[src/logic/pcmcs_params.svh]
`ifndef PCMCS_PARAMS_SVH
`define PCMCS_PARAMS_SVH
`define PCMCS_CLK_HZ 40000000
`define PCMCS_SEQ_HZ 128000
`define PCMCS_FRAME_HZ 8000
`define PCMCS_SEQ_PER_FRAME 16
`define PCMCS_WORD_BITS 8
`define PCMCS_LIN_BITS 13
`define PCMCS_MU_BIAS 13'h0010
`define PCMCS_SIGN_POS 7
`define PCMCS_CHORD_MSB 6
`define PCMCS_CHORD_LSB 4
`define PCMCS_STEP_MSB 3
`define PCMCS_STEP_LSB 0
`define PCMCS_MAX_CHORD 3'h7
`define PCMCS_A_INVERT 8'h55
`define PCMCS_MU_INVERT 8'h7f
`define PCMCS_ZERO_SUPP 8'h02
`define PCMCS_FS_2V50 2'h1
`define PCMCS_FS_3V15 2'h0
`define PCMCS_FS_3V78 2'h2
`define PCMCS_RATE_TOL 16'h0010
`endif

[src/logic/pcmcs_pkg.sv]
package pcmcs_pkg;
	typedef enum logic [1:0]
	{
		PCMCS_LAW_MU_ZS = 2'h2,
		PCMCS_LAW_MU_SM = 2'h1,
		PCMCS_LAW_A     = 2'h0
	} pcmcs_law_t;
	typedef enum logic [2:0]
	{
		PCMCS_RATE_NONE = 3'h0,
		PCMCS_RATE_128K = 3'h1,
		PCMCS_RATE_1536 = 3'h2,
		PCMCS_RATE_1544 = 3'h3,
		PCMCS_RATE_2048 = 3'h4,
		PCMCS_RATE_2560 = 3'h5
	} pcmcs_rate_t;
endpackage : pcmcs_pkg

[src/logic/pcmcs_encoder.sv]
`timescale 1ns/1ps
`default_nettype none
`include "pcmcs_params.svh"
module pcmcs_encoder
	import pcmcs_pkg::*;
(
	// Sample in
	input  wire logic [12:0] lin_in,
	input  wire pcmcs_law_t  law_in,
	// Word out
	output logic      [7:0]  word_out
);
	logic [12:0] mag;
	logic [12:0] biased;
	logic [2:0]  chord;
	logic [3:0]  step;
	logic [7:0]  raw;
	always_comb
	begin
		mag    = lin_in[12] ? 13'((~lin_in) + 13'h0001) : lin_in;
		// Clamp to twelve magnitude bits so full scale saturates
		if (law_in == PCMCS_LAW_A)
			biased = (mag > 13'h0fff) ? 13'h0fff : mag;
		else
			biased = (mag > 13'h0fef) ? 13'h0fff : 13'(mag + `PCMCS_MU_BIAS);
		chord  = 3'h0;
		// Chord is position of leading one, each chord doubles step weight except A-law chord one
		for (int i = 0; i < 7; i++)
			if (biased[i + 5])
				chord = 3'(i + 1);
		// Mu chord zero sits just under the bias bit, half the chord one weight
		if (law_in == PCMCS_LAW_A && chord == 3'h0)
			step = biased[4:1];
		else
			step = 4'(biased >> chord);
		raw = {~lin_in[12], chord, step};
		unique case (law_in)
			PCMCS_LAW_MU_ZS:
				word_out = ((raw ^ `PCMCS_MU_INVERT) == 8'h00) ? `PCMCS_ZERO_SUPP
					: raw ^ `PCMCS_MU_INVERT;
			PCMCS_LAW_MU_SM:
				word_out = raw;
			default:
				word_out = raw ^ `PCMCS_A_INVERT;
		endcase
	end
endmodule : pcmcs_encoder
`default_nettype wire

[src/logic/pcmcs_decoder.sv]
`timescale 1ns/1ps
`default_nettype none
`include "pcmcs_params.svh"
module pcmcs_decoder
	import pcmcs_pkg::*;
(
	// Word in
	input  wire logic [7:0]  word_in,
	input  wire pcmcs_law_t  law_in,
	// Sample out
	output logic      [12:0] lin_out
);
	logic [7:0]  raw;
	logic [12:0] mag;
	always_comb
	begin
		unique case (law_in)
			PCMCS_LAW_MU_ZS:
				raw = word_in ^ `PCMCS_MU_INVERT;
			PCMCS_LAW_MU_SM:
				raw = word_in;
			default:
				raw = word_in ^ `PCMCS_A_INVERT;
		endcase
		// Step weight doubles per chord except A-law chord one, mid-step reconstruction
		if (law_in != PCMCS_LAW_A)
			mag = 13'((({8'h00, 1'b1, raw[3:0], 1'b1} << raw[6:4]) >> 1) - `PCMCS_MU_BIAS);
		else if (raw[6:4] == 3'h0)
			mag = {8'h00, raw[3:0], 1'b1};
		else
			mag = 13'({8'h00, 1'b1, raw[3:0], 1'b1} << (raw[6:4] - 3'h1));
		lin_out = raw[7] ? mag : 13'((~mag) + 13'h0001);
	end
endmodule : pcmcs_decoder
`default_nettype wire

[src/logic/pcmcs_top.sv]
// Overview of operation
// - Samples are 8-bit words: sign, three chord, four step bits from 13-bit linear.
// - All sixteen steps within one chord carry equal weight.
// - Steps carry into chord; each chord step doubles the step weight, except A-law chord one, which keeps chord zero's weight.
// - Seven chords above zero, each spanning a factor of two.
// - Mu-255 or A-law chosen by the law select input.
// - One sample per 8 kHz frame, frame sync supplied by controller.
// - Reduced-pin variant uses the shared bit clock as transmit clock; convert clock stays separate.
// - Full variant: standard convert rate, data clocks 64 kHz to 4.096 MHz.
// - Full variant accepts bit and byte interleaved time slots.
// - Three-level full-scale select picks 2.5, 3.15 or 3.78 volt peak.
// - Convert clock measured against frame sync picks divider for 128 kHz sequencing.
// - First window rise after frame sync loads word; window-gated clock shifts bits.
// - Receive: sign on first falling edge, seven more, transfer at ninth rise.
// - Three-level law select: mu zero-suppress, mu sign-magnitude, A-law inverted.
`timescale 1ns/1ps
`default_nettype none
`include "pcmcs_params.svh"
module pcmcs_top
	import pcmcs_pkg::*;
#(
	parameter bit REDUCED_PIN = 1'b0
)
(
	// Clock and reset
	input  wire logic        clk_in,
	input  wire logic        reset_n_in,
	// Timing pins
	input  wire logic        convert_clock_in,
	input  wire logic        frame_sync_in,
	input  wire logic        shared_bit_clock_in,
	// Transmit pins
	input  wire logic        tx_bit_clock_in,
	input  wire logic        tx_window_enable_in,
	output logic             tx_serial_out,
	output logic             tx_serial_oe_n_out,
	// Receive pins
	input  wire logic        rx_bit_clock_in,
	input  wire logic        rx_word_enable_in,
	input  wire logic        rx_serial_in,
	// Selects
	input  wire logic [1:0]  law_select_in,
	input  wire logic [1:0]  fullscale_select_in,
	// Converter side
	input  wire logic [12:0] adc_sample_in,
	output logic             adc_start_out,
	output logic      [12:0] dac_sample_out,
	output logic             dac_load_out,
	output logic             seq_tick_out,
	output logic      [2:0]  rate_out,
	output logic      [1:0]  fullscale_out
);
	// Sync stages, first stage read only by second
	logic [6:0] s1_reg;
	logic [6:0] s2_reg;
	logic [6:0] s3_reg;
	logic [6:0] raw_pins;
	assign raw_pins = {convert_clock_in, frame_sync_in, shared_bit_clock_in, tx_bit_clock_in,
		tx_window_enable_in, rx_bit_clock_in, rx_word_enable_in};
	always_ff @(posedge clk_in)
	begin
		if (!reset_n_in)
		begin
			s1_reg <= 7'h00;
			s2_reg <= 7'h00;
			s3_reg <= 7'h00;
		end
		else
		begin
			s1_reg <= raw_pins;
			s2_reg <= s1_reg;
			s3_reg <= s2_reg;
		end
	end
	logic rxd1_reg;
	logic rxd2_reg;
	always_ff @(posedge clk_in)
	begin
		if (!reset_n_in)
		begin
			rxd1_reg <= 1'b0;
			rxd2_reg <= 1'b0;
		end
		else
		begin
			rxd1_reg <= rx_serial_in;
			rxd2_reg <= rxd1_reg;
		end
	end
	logic cc_rise;
	logic fs_rise;
	logic txc_now;
	logic txc_prev;
	logic txc_rise;
	logic txw;
	logic txw_rise;
	logic rxc_rise;
	logic rxc_fall;
	logic rxe_rise;
	assign cc_rise  = s2_reg[6] & ~s3_reg[6];
	assign fs_rise  = s2_reg[5] & ~s3_reg[5];
	// Reduced-pin variant: shared bit clock serves transmit, convert keeps its own clock
	assign txc_now  = REDUCED_PIN ? s2_reg[4] : s2_reg[3];
	assign txc_prev = REDUCED_PIN ? s3_reg[4] : s3_reg[3];
	assign txc_rise = txc_now & ~txc_prev;
	assign txw      = s2_reg[2];
	assign txw_rise = s2_reg[2] & ~s3_reg[2];
	assign rxc_rise = s2_reg[1] & ~s3_reg[1];
	assign rxc_fall = ~s2_reg[1] & s3_reg[1];
	assign rxe_rise = s2_reg[0] & ~s3_reg[0];
	// Convert clock rate measurement per frame
	logic [15:0]  cc_cnt_reg;
	logic [15:0]  ccps_reg;
	pcmcs_rate_t  rate_reg;
	logic [15:0]  div_reg;
	function automatic logic in_band(input logic [15:0] n, input logic [15:0] nom);
		in_band = (n + `PCMCS_RATE_TOL >= nom) && (n <= nom + `PCMCS_RATE_TOL);
	endfunction : in_band
	always_ff @(posedge clk_in)
	begin
		if (!reset_n_in)
		begin
			cc_cnt_reg <= 16'h0000;
			rate_reg   <= PCMCS_RATE_NONE;
			div_reg    <= 16'h0000;
		end
		else if (fs_rise)
		begin
			cc_cnt_reg <= 16'h0000;
			// Edges per 8 kHz frame pick the prescaler
			if (in_band(cc_cnt_reg, 16'h0010))
			begin
				rate_reg <= PCMCS_RATE_128K;
				div_reg  <= 16'h0001;
			end
			else if (in_band(cc_cnt_reg, 16'h00c0) && cc_cnt_reg <= 16'h00c0)
			begin
				rate_reg <= PCMCS_RATE_1536;
				div_reg  <= 16'h000c;
			end
			else if (in_band(cc_cnt_reg, 16'h00c1))
			begin
				rate_reg <= PCMCS_RATE_1544;
				div_reg  <= 16'h000c;
			end
			else if (in_band(cc_cnt_reg, 16'h0100))
			begin
				rate_reg <= PCMCS_RATE_2048;
				div_reg  <= 16'h0010;
			end
			else if (in_band(cc_cnt_reg, 16'h0140))
			begin
				rate_reg <= PCMCS_RATE_2560;
				div_reg  <= 16'h0014;
			end
			else
			begin
				rate_reg <= PCMCS_RATE_NONE;
				div_reg  <= 16'h0000;
			end
		end
		else if (cc_rise && cc_cnt_reg != 16'hffff)
			cc_cnt_reg <= cc_cnt_reg + 16'h0001;
	end
	// Prescaler to 16 sequencing ticks per frame; 1544 drops extra edge by restart
	always_ff @(posedge clk_in)
	begin
		if (!reset_n_in)
		begin
			ccps_reg     <= 16'h0000;
			seq_tick_out <= 1'b0;
		end
		else
		begin
			seq_tick_out <= 1'b0;
			if (fs_rise)
				ccps_reg <= 16'h0000;
			else if (cc_rise && div_reg != 16'h0000)
			begin
				if (ccps_reg + 16'h0001 >= div_reg)
				begin
					ccps_reg     <= 16'h0000;
					seq_tick_out <= 1'b1;
				end
				else
					ccps_reg <= ccps_reg + 16'h0001;
			end
		end
	end
	// Transmit: armed by frame sync, strobe on first window rise
	logic       armed_reg;
	logic [7:0] tx_shift_reg;
	logic [2:0] tx_bit_reg;
	logic [7:0] enc_word;
	pcmcs_law_t law;
	assign law = pcmcs_law_t'(law_select_in);
	pcmcs_encoder u_enc
	(
		.lin_in   (adc_sample_in),
		.law_in   (law),
		.word_out (enc_word)
	);
	always_ff @(posedge clk_in)
	begin
		if (!reset_n_in)
		begin
			armed_reg     <= 1'b0;
			adc_start_out <= 1'b0;
			tx_shift_reg  <= 8'h00;
			tx_bit_reg    <= 3'h0;
		end
		else
		begin
			adc_start_out <= 1'b0;
			if (fs_rise)
				armed_reg <= 1'b1;
			if (txw_rise && armed_reg && !fs_rise)
			begin
				armed_reg     <= 1'b0;
				adc_start_out <= 1'b1;
				tx_shift_reg  <= enc_word;
				tx_bit_reg    <= 3'h0;
			end
			else if (txw && txc_rise)
			begin
				// Recirculate so word can be read again; bit or byte slots
				tx_shift_reg <= {tx_shift_reg[6:0], tx_shift_reg[7]};
				tx_bit_reg   <= tx_bit_reg + 3'h1;
			end
		end
	end
	always_ff @(posedge clk_in)
	begin
		if (!reset_n_in)
		begin
			tx_serial_out      <= 1'b0;
			tx_serial_oe_n_out <= 1'b1;
		end
		else
		begin
			tx_serial_out      <= tx_shift_reg[7];
			tx_serial_oe_n_out <= ~txw;
		end
	end
	// Receive shift on falling clock, transfer on ninth rise
	logic [7:0]  rx_shift_reg;
	logic [3:0]  rx_fall_reg;
	logic [3:0]  rx_rise_reg;
	logic        rx_act_reg;
	logic [7:0]  rx_word_reg;
	logic        rx_go_reg;
	logic [12:0] dec_lin;
	always_ff @(posedge clk_in)
	begin
		if (!reset_n_in)
		begin
			rx_shift_reg <= 8'h00;
			rx_fall_reg  <= 4'h0;
			rx_rise_reg  <= 4'h0;
			rx_act_reg   <= 1'b0;
			rx_word_reg  <= 8'h00;
			rx_go_reg    <= 1'b0;
		end
		else
		begin
			rx_go_reg <= 1'b0;
			if (rxe_rise)
			begin
				rx_act_reg  <= 1'b1;
				rx_fall_reg <= 4'h0;
				rx_rise_reg <= 4'h0;
			end
			else if (rx_act_reg)
			begin
				if (rxc_fall && rx_fall_reg < 4'h8)
				begin
					rx_shift_reg <= {rx_shift_reg[6:0], rxd2_reg};
					rx_fall_reg  <= rx_fall_reg + 4'h1;
				end
				if (rxc_rise)
				begin
					rx_rise_reg <= rx_rise_reg + 4'h1;
					if (rx_rise_reg == 4'h8)
					begin
						rx_word_reg <= rx_shift_reg;
						rx_go_reg   <= 1'b1;
						rx_act_reg  <= 1'b0;
					end
				end
			end
		end
	end
	pcmcs_decoder u_dec
	(
		.word_in (rx_word_reg),
		.law_in  (law),
		.lin_out (dec_lin)
	);
	always_ff @(posedge clk_in)
	begin
		if (!reset_n_in)
		begin
			dac_sample_out <= 13'h0000;
			dac_load_out   <= 1'b0;
			rate_out       <= 3'h0;
			fullscale_out  <= `PCMCS_FS_3V15;
		end
		else
		begin
			dac_load_out <= rx_go_reg;
			if (rx_go_reg)
				dac_sample_out <= dec_lin;
			rate_out      <= rate_reg;
			fullscale_out <= fullscale_select_in;
		end
	end
	frame_tick_a: assert property (@(posedge clk_in) disable iff (!reset_n_in)
		adc_start_out |-> !$past(adc_start_out)) else $error("Start not single pulse");
	oe_follow_a: assert property (@(posedge clk_in) disable iff (!reset_n_in)
		txw |=> !tx_serial_oe_n_out) else $error("Output not enabled");
	oe_off_a: assert property (@(posedge clk_in) disable iff (!reset_n_in)
		!txw |=> tx_serial_oe_n_out) else $error("Output not floated");
	load_bit_a: assert property (@(posedge clk_in) disable iff (!reset_n_in)
		adc_start_out |-> tx_bit_reg == 3'h0) else $error("Bit count not reset");
	rx_xfer_a: assert property (@(posedge clk_in) disable iff (!reset_n_in)
		rx_go_reg |=> dac_load_out && dac_sample_out == $past(dec_lin)) else $error("Bad transfer");
	rx_count_a: assert property (@(posedge clk_in) disable iff (!reset_n_in)
		rx_go_reg |-> rx_fall_reg == 4'h8) else $error("Transfer before eight bits");
	rate_div_a: assert property (@(posedge clk_in) disable iff (!reset_n_in)
		rate_reg == PCMCS_RATE_2048 |-> div_reg == 16'h0010) else $error("Wrong divider");
	fs_pass_a: assert property (@(posedge clk_in) disable iff (!reset_n_in)
		1'b1 |=> fullscale_out == $past(fullscale_select_in)) else $error("Full scale lag");
	no_rate_tick_a: assert property (@(posedge clk_in) disable iff (!reset_n_in)
		div_reg == 16'h0000 |=> !seq_tick_out) else $error("Tick without rate");
endmodule : pcmcs_top
`default_nettype wire

[config.mk]
export PLATFORM = sky130hd
export DESIGN_NAME = pcmcs_top
export DESIGN_NICKNAME = d
export VERILOG_FILES = /design/src/logic/pcmcs_pkg.sv /design/src/logic/pcmcs_encoder.sv /design/src/logic/pcmcs_decoder.sv /design/src/logic/pcmcs_top.sv
export VERILOG_INCLUDE_DIRS = /design/src /design/src/logic
export SDC_FILE = /design/constraint.sdc
export NUM_CORES = 1
export LEC_CHECK = 0
export BUFFER_PORTS_ARGS = -buffer_cell sky130_fd_sc_hd__buf_2
export CAP_MARGIN = 30
export CORE_AREA = 5 5 162 164
export DETAILED_ROUTE_END_ITERATION = 16
export DIE_AREA = 0 0 167 169
export PLACE_DENSITY = 0.51
export REMOVE_ABC_BUFFERS = 1
export SYNTH_ARGS = -nofsm -noshare
export SYNTH_HDL_FRONTEND = slang
export SYNTH_HIERARCHICAL = 1
export SYNTH_SLANG_ARGS = --single-unit
[constraint.sdc]
create_clock -name clk_in -period 5.31 [get_ports clk_in]
set_input_delay 0.2655 -clock clk_in [delete_from_list [all_inputs] [get_ports clk_in]]
set_output_delay 0.2655 -clock clk_in [all_outputs]
set_load 0.01 [all_outputs]
## Word level (Yosys, flattened, before mapping)

Cells that the tools add are included.

| word-level totals | value |
|---|---|
| register bits | 132 |
| output and inout bits | 23 |

| cells by class | value |
|---|---|
| $add $sub $neg | 10 |
| $lt $le $gt $ge | 15 |
| eq/ne operators | 4 |
| shift operators | 3 |
| mux-type cells | 38 |
| bitwise gates (word level) | 27 |
| reductions and logical operators | 30 |

Operator list:

| operator | number |
|---|---|
| 2-to-1 mux 13 bit | 7 |
| <= comparator 16 x 8 -> 1 bit, second input constant | 3 |
| adder 16 x 1 -> 16 bit, second input constant | 2 |
| greater-or-equal comparator 16 x 8 -> 1 bit, second input constant | 2 |
| greater-or-equal comparator 16 x 9 -> 1 bit, second input constant | 2 |
| <= comparator 16 x 9 -> 1 bit, second input constant | 2 |
| 2-to-1 mux 3 bit | 9 |
| adder 13 x 1 -> 13 bit, second input constant | 2 |
| greater-than comparator 13 x 12 -> 1 bit, second input constant | 2 |
| NOT 13 bit | 2 |
| 2-to-1 mux 5 bit | 5 |
| 2-to-1 mux 8 bit | 3 |
| adder 16 x 5 -> 16 bit, second input constant | 1 |
| greater-or-equal comparator 16 bit | 1 |
| greater-or-equal comparator 16 x 5 -> 1 bit, second input constant | 1 |
| <= comparator 16 x 6 -> 1 bit, second input constant | 1 |
| 2-to-1 mux 16 bit | 1 |
| != test 16 bit, second input constant | 1 |
| one-hot mux 8 bit (2 select lines) | 1 |
| nonzero test 16 bit | 1 |
| NOT 1 bit | 14 |
| NOT 7 bit | 2 |
| one-hot mux 7 bit (2 select lines) | 1 |
| left shift 6 x 3 -> 14 bit | 1 |
| other kinds (27) | 60 |

## Longest topological paths before layout

| depth | value |
|---|---|
| word-level depth | 21 |
| depth in mapped cells | 23 |
| gate-level depth less buffers | 20 |

## Modules after synthesis

The synthesis kept the hierarchy.

By module, submodules not included:

| module | times used | cells each | area an instance (um^2) |
|---|---|---|---|
| pcmcs_top | 1 | 497 | 4735.8 |
| pcmcs_decoder | 1 | 257 | 1866.8 |
| pcmcs_encoder | 1 | 194 | 1402.6 |

## Least setup slack after synthesis

Ideal clock, no wire load.

| timing path | value |
|---|---|
| path kind | input port to flip-flop |
| from | in adc_sample_in[2] |
| to | reg tx_shift_reg[1] |
| setup time | 0.086 ns |
| data arrival time | 4.333 ns |
| data required time | 5.224 ns |
| path slack | 0.891 ns |
| cell stages on the path | 16 |
| path through | buf_2 > or4_4 > o41ai_4 > xor2_2 > nor4_1 > nand3_2 > a221o_1 > and2_1 > buf_6 > nor4_4 > a211oi_1 > or4b_1 > and3_1 > o22ai_1 > nor2_1 > a211oi_1 |

| on the way | value |
|---|---|
| cells in the longest elaborated chain, start to end | 21 |
| elaborated cells between the ends (all ways) | 25 |
| those cells by class | 2 x add/sub; 2 x order compare; 1 x shift; 15 x mux; 2 x bitwise; 3 x reduce/logical |

RTL lines:

| item | line | source |
|---|---|---|
| start: declaration | pcmcs_top.sv:45 | `input wire logic [12:0] adc_sample_in,` |
| NOT 13 bit | pcmcs_encoder.sv:20 | `mag = lin_in[12] ? 13'((~lin_in) + 13'h0001) : lin_in;` |
| adder 13 x 1 -> 13 bit | pcmcs_encoder.sv:20 |  |
| 2-to-1 mux 13 bit (*) | pcmcs_encoder.sv:20 |  |
| adder 13 x 5 -> 13 bit (no line), or another cell as far along | n/a |  |
| 2-to-1 mux 13 bit, on equally long branches | pcmcs_encoder.sv:25, pcmcs_encoder.sv:23 |  |
| 2-to-1 mux 13 bit (*) | pcmcs_encoder.sv:22 | `if (law_in == PCMCS_LAW_A)` |
| parallel branches: the longest is 13 deep, another holds right shift 13 x 3 -> 4 bit | n/a |  |
| one-hot mux 8 bit (2 select lines) (*) | pcmcs_encoder.sv:37 | `unique case (law_in)` |
| net enc_word[1] | pcmcs_top.sv:194 | `logic [7:0] enc_word;` |
| 2-to-1 mux 8 bit (*) | pcmcs_top.sv:217 | `if (txw_rise && armed_reg && !fs_rise)` |
| end signal: assignment | pcmcs_top.sv:221 | `tx_shift_reg <= enc_word;` |
| end signal: assignment | pcmcs_top.sv:227 | `tx_shift_reg <= {tx_shift_reg[6:0], tx_shift_reg[7]};` |
| end: declaration | pcmcs_top.sv:192 | `logic [7:0] tx_shift_reg;` |

Mark *: on every way through the listed nets, which the timed path passes.
A chain may end at the register's enable or synchronous reset.

## Final worst setup path

| timing path | value |
|---|---|
| from | in adc_sample_in[0] |
| to | reg tx_shift_reg[1] |

The elaborated chain is that of the path after synthesis.

==> impl_metrics.csv <==
group,metric,value,unit
synthesis,synthFlopType,"dfxtp_1",
clock_network,numCtsBuffers,17,
route,vias_per_cell,5.37,
hold_path,worst_hold_path.endpoint,"fullscale_out[0]",
hold_path,holdCritStartpoint,"fullscale_select_in[0]",
sta,rsz0062_at_grt,"no",
synthesis,netlist_area,0.00801,sq mm
synthesis,synth_warnings,6,
final_layout,layout-drive-gt1-share,0.164,
global_routing,grt_pass1_wl,33.2,mm
setup_path,crit_path_end_kind,"flop",
placed_design,io_buffers,48,
setup_path,cp-startpoint,"adc_sample_in[0]",
route,wirelength,19.7,mm
sta,max_slew_margin,0.373,
clock_network,htreeDepth,4,
floorplanning,die_h,169,um
sta,fmax,0.228,GHz
setup_path,crit-reg2reg-capture,"dac_sample_out[12]",
synthesis,synth_top_area_cell,"dfxtp_1",
sta,fin_skew,0.0170,ns
route,drt_iter0_drc,485,
synthesis,synth.top_cell.area_share,0.288,
floorplanning,row_count,58,
route,wl_per_cell,14.9,um
global_routing,antenna_found_initial,0,
setup_path,cpMaxStageDelayCell,"nor2_1",
global_routing,gr-total-overflow,0,
sta,worst_slew_pin_slew,0.928,ns
sta,hold_viol_final,0,
synthesis,synth_seq_cells,115,
sta,fin_crit_sh,0.828,
floorplanning,core,0.0247,sq mm
synthesis,synth_async_sr_flop_share,0,
placed_design,dpl.hpwl,14.3,mm
synthesis,yosysUniqueCellTypes,116,
setup_path,crit_arrival,4.72,ns
final_layout,final_common_cell,"dfxtp_1",
synthesis,syn_area_per_cell,8.44,sq um
clock_network,insertion_delay,0.42,ns
power_and_ir_drop,power.total,2.51,mW
synthesis,netlist_instances,948,
floorplanning,dieArea,0.0282,sq mm
global_routing,gr-usage-all-layers,0.139,
final_layout,fin_cells,1319,
synthesis,ys_top_cells_by_area,"dfxtp_1 (29%), mux2i_1 (6.4%), nor2_1 (4.8%)",
hold_path,min_path_type,"in2reg",
final_layout,nNetsFinal,1027,
placed_design,routabilityCongestion,0.901,
power_and_ir_drop,power_density,278,mW/mm^2
job,cap_violations,0,
global_routing,grt_pass1_vias,6627,
route,drc,0,
sta,setup_viol,0,
setup_path,worst_setup_path_start_kind,"primary input",
route,postRouteAntennaNets,0,
clock_network,cts_resized,0,
setup_path,critical_path_class,"in2reg",
clock_network,postCtsHoldBufs,0,
sta,fin_setup_tns,0,ns
clock_network,cts_buffer_depth,2,
setup_path,r2r_cells,17,
setup_path,r2r_start,"rx_word_reg[4]",
setup_path,crit_buf_inv,2,
global_routing,grt_max_degree,41,
setup_path,required,5.64,ns
clock_network,root_buffer,"clkbuf_16",
clock_network,clk_pin_slew_worst_paths,0.06,ns
clock_network,cts_tree,"built",
route,drtPass1Iterations,5,
setup_path,cpLargestDelayFamily,"simple AND/OR/NAND/NOR gates",
setup_path,r2r_setup_slack,1.51,ns
route,vias,7084,
floorplanning,io_pins,50,
placed_design,place_inst,1287,
floorplanning,start_util,0.323,
final_layout,nFillCells,2499,
clock_network,cts_setup_buffers,0,
power_and_ir_drop,vdd_drop_max,0.000196,V
sta,drv_slew,0,
power_and_ir_drop,p_leak,3.64,nW
synthesis,synth-edff-count,0,
final_layout,most-common-layout-cells,"dfxtp_1 (115), nor2_1 (103), nand2_1 (64)",
final_layout,area_growth,12.9,%
floorplanning,die_w,167,um
synthesis,seq_area_frac_synth,0.288,
setup_path,max_stage_delay,0.68,ns
run_status,outcome,"finished clean",
final_layout,num_antenna_cells,0,
setup_path,crit_fanout,11,
setup_path,crit_chain,"buf_2 -> inv_1 -> ha_1 -> o21bai_1 -> a2111oi_0 -> nor3_1 -> nor4_1 -> a21o_1 -> a21boi_1 -> nor2_1 -> o221a_2 -> a211oi_1 -> or4b_1 -> and3_1 -> o22ai_1 -> nor2_1 -> a211oi_1",
clock_network,cts_num_sinks,115,
hold_path,holdPathStages,2,
sta,period_minus_slack,4.39,ns
## cell families (layout without fill, tap and decap cells)
family / Yosys count / after routing / synth area share
compound gates: 242 / 242 / 0.239
xor+xnor: 51 / 51 / 0.0567
fa+ha+maj: 24 / 24 / 0.0375
buf+inv: 82 / 123 / 0.0494
flops: 115 / 115 / 0.288
mux: 56 / 56 / 0.0736
simple gates: 378 / 378 / 0.256
## per-stage QoR
stage	worst slack, ns	utilization	hold WS, ns	instance area, sq um
after floorplan	0.912	-	0.354	7740
after global placement	0.463	0.342	0.418	8450
after detailed placement	0.523	0.342	0.419	8450
after CTS	0.942	0.365	0.0332	9040
after global routing	0.478	0.365	0.0441	9040
final	0.916	0.365	0.0464	9040
## cell type report
class | count | area [sq um] | share of cell area
clock buffer | 18 | 439 | 0.0486
clock inverter | 14 | 145 | 0.0161
inverter | 35 | 131 | 0.0145
multi-input combinational | 751 | 5310 | 0.587
sequential | 115 | 2300 | 0.255
tap | 330 | 413 | 0.0457
timing repair buffer | 56 | 300 | 0.0332
## Yosys cell counts, types with 11 or more instances
master / n
o31ai_1: 11
and2_1: 47
clkbuf_1: 26
nor3_1: 13
nor2_1: 103
xor2_1: 24
nand2b_1: 11
dfxtp_1: 115
a21oi_1: 42
nand3_1: 25
a31oi_1: 14
nor2b_1: 11
ha_1: 24
a211oi_1: 16
o21ai_0: 31
inv_1: 33
nand2_1: 64
o22ai_1: 11
nand4_1: 19
mux2i_1: 51
xnor2_1: 26
## how the worst max path moves through the flow
stage,end,slack [ns],cells after the start
2_1_floorplan,tx_shift_reg[1],0.91,14
3_5_place_dp,tx_shift_reg[1],0.52,17
4_1_cts,tx_shift_reg[1],0.94,17
3_3_place_gp,tx_shift_reg[1],0.46,17
5_1_grt,tx_shift_reg[1],0.48,17
6_report,tx_shift_reg[1],0.92,17
## power breakdown
| group | switching, mW | leakage, nW | internal (mW) |
|---|---|---|---|
| combinational | 0.318 | 2.42 | 0.188 |
| clock | 0.457 | 0.284 | 0.672 |
| sequential | 0.00509 | 0.931 | 0.873 |
| total | 0.779 | 3.64 | 1.73 |
## layer usage
metal  vias to the layer above  share of wire  global-route usage  routed length, um
met2                       166           0.46               0.229               9090
met1                      3336           0.47               0.184               9200
met4                         0          0.026              0.0502                510
met3                        41          0.045              0.0255                883
met5                         -              0                   0                  0
li1                       3541              -                   -                  -
Power figures use the tool's default switching activity.
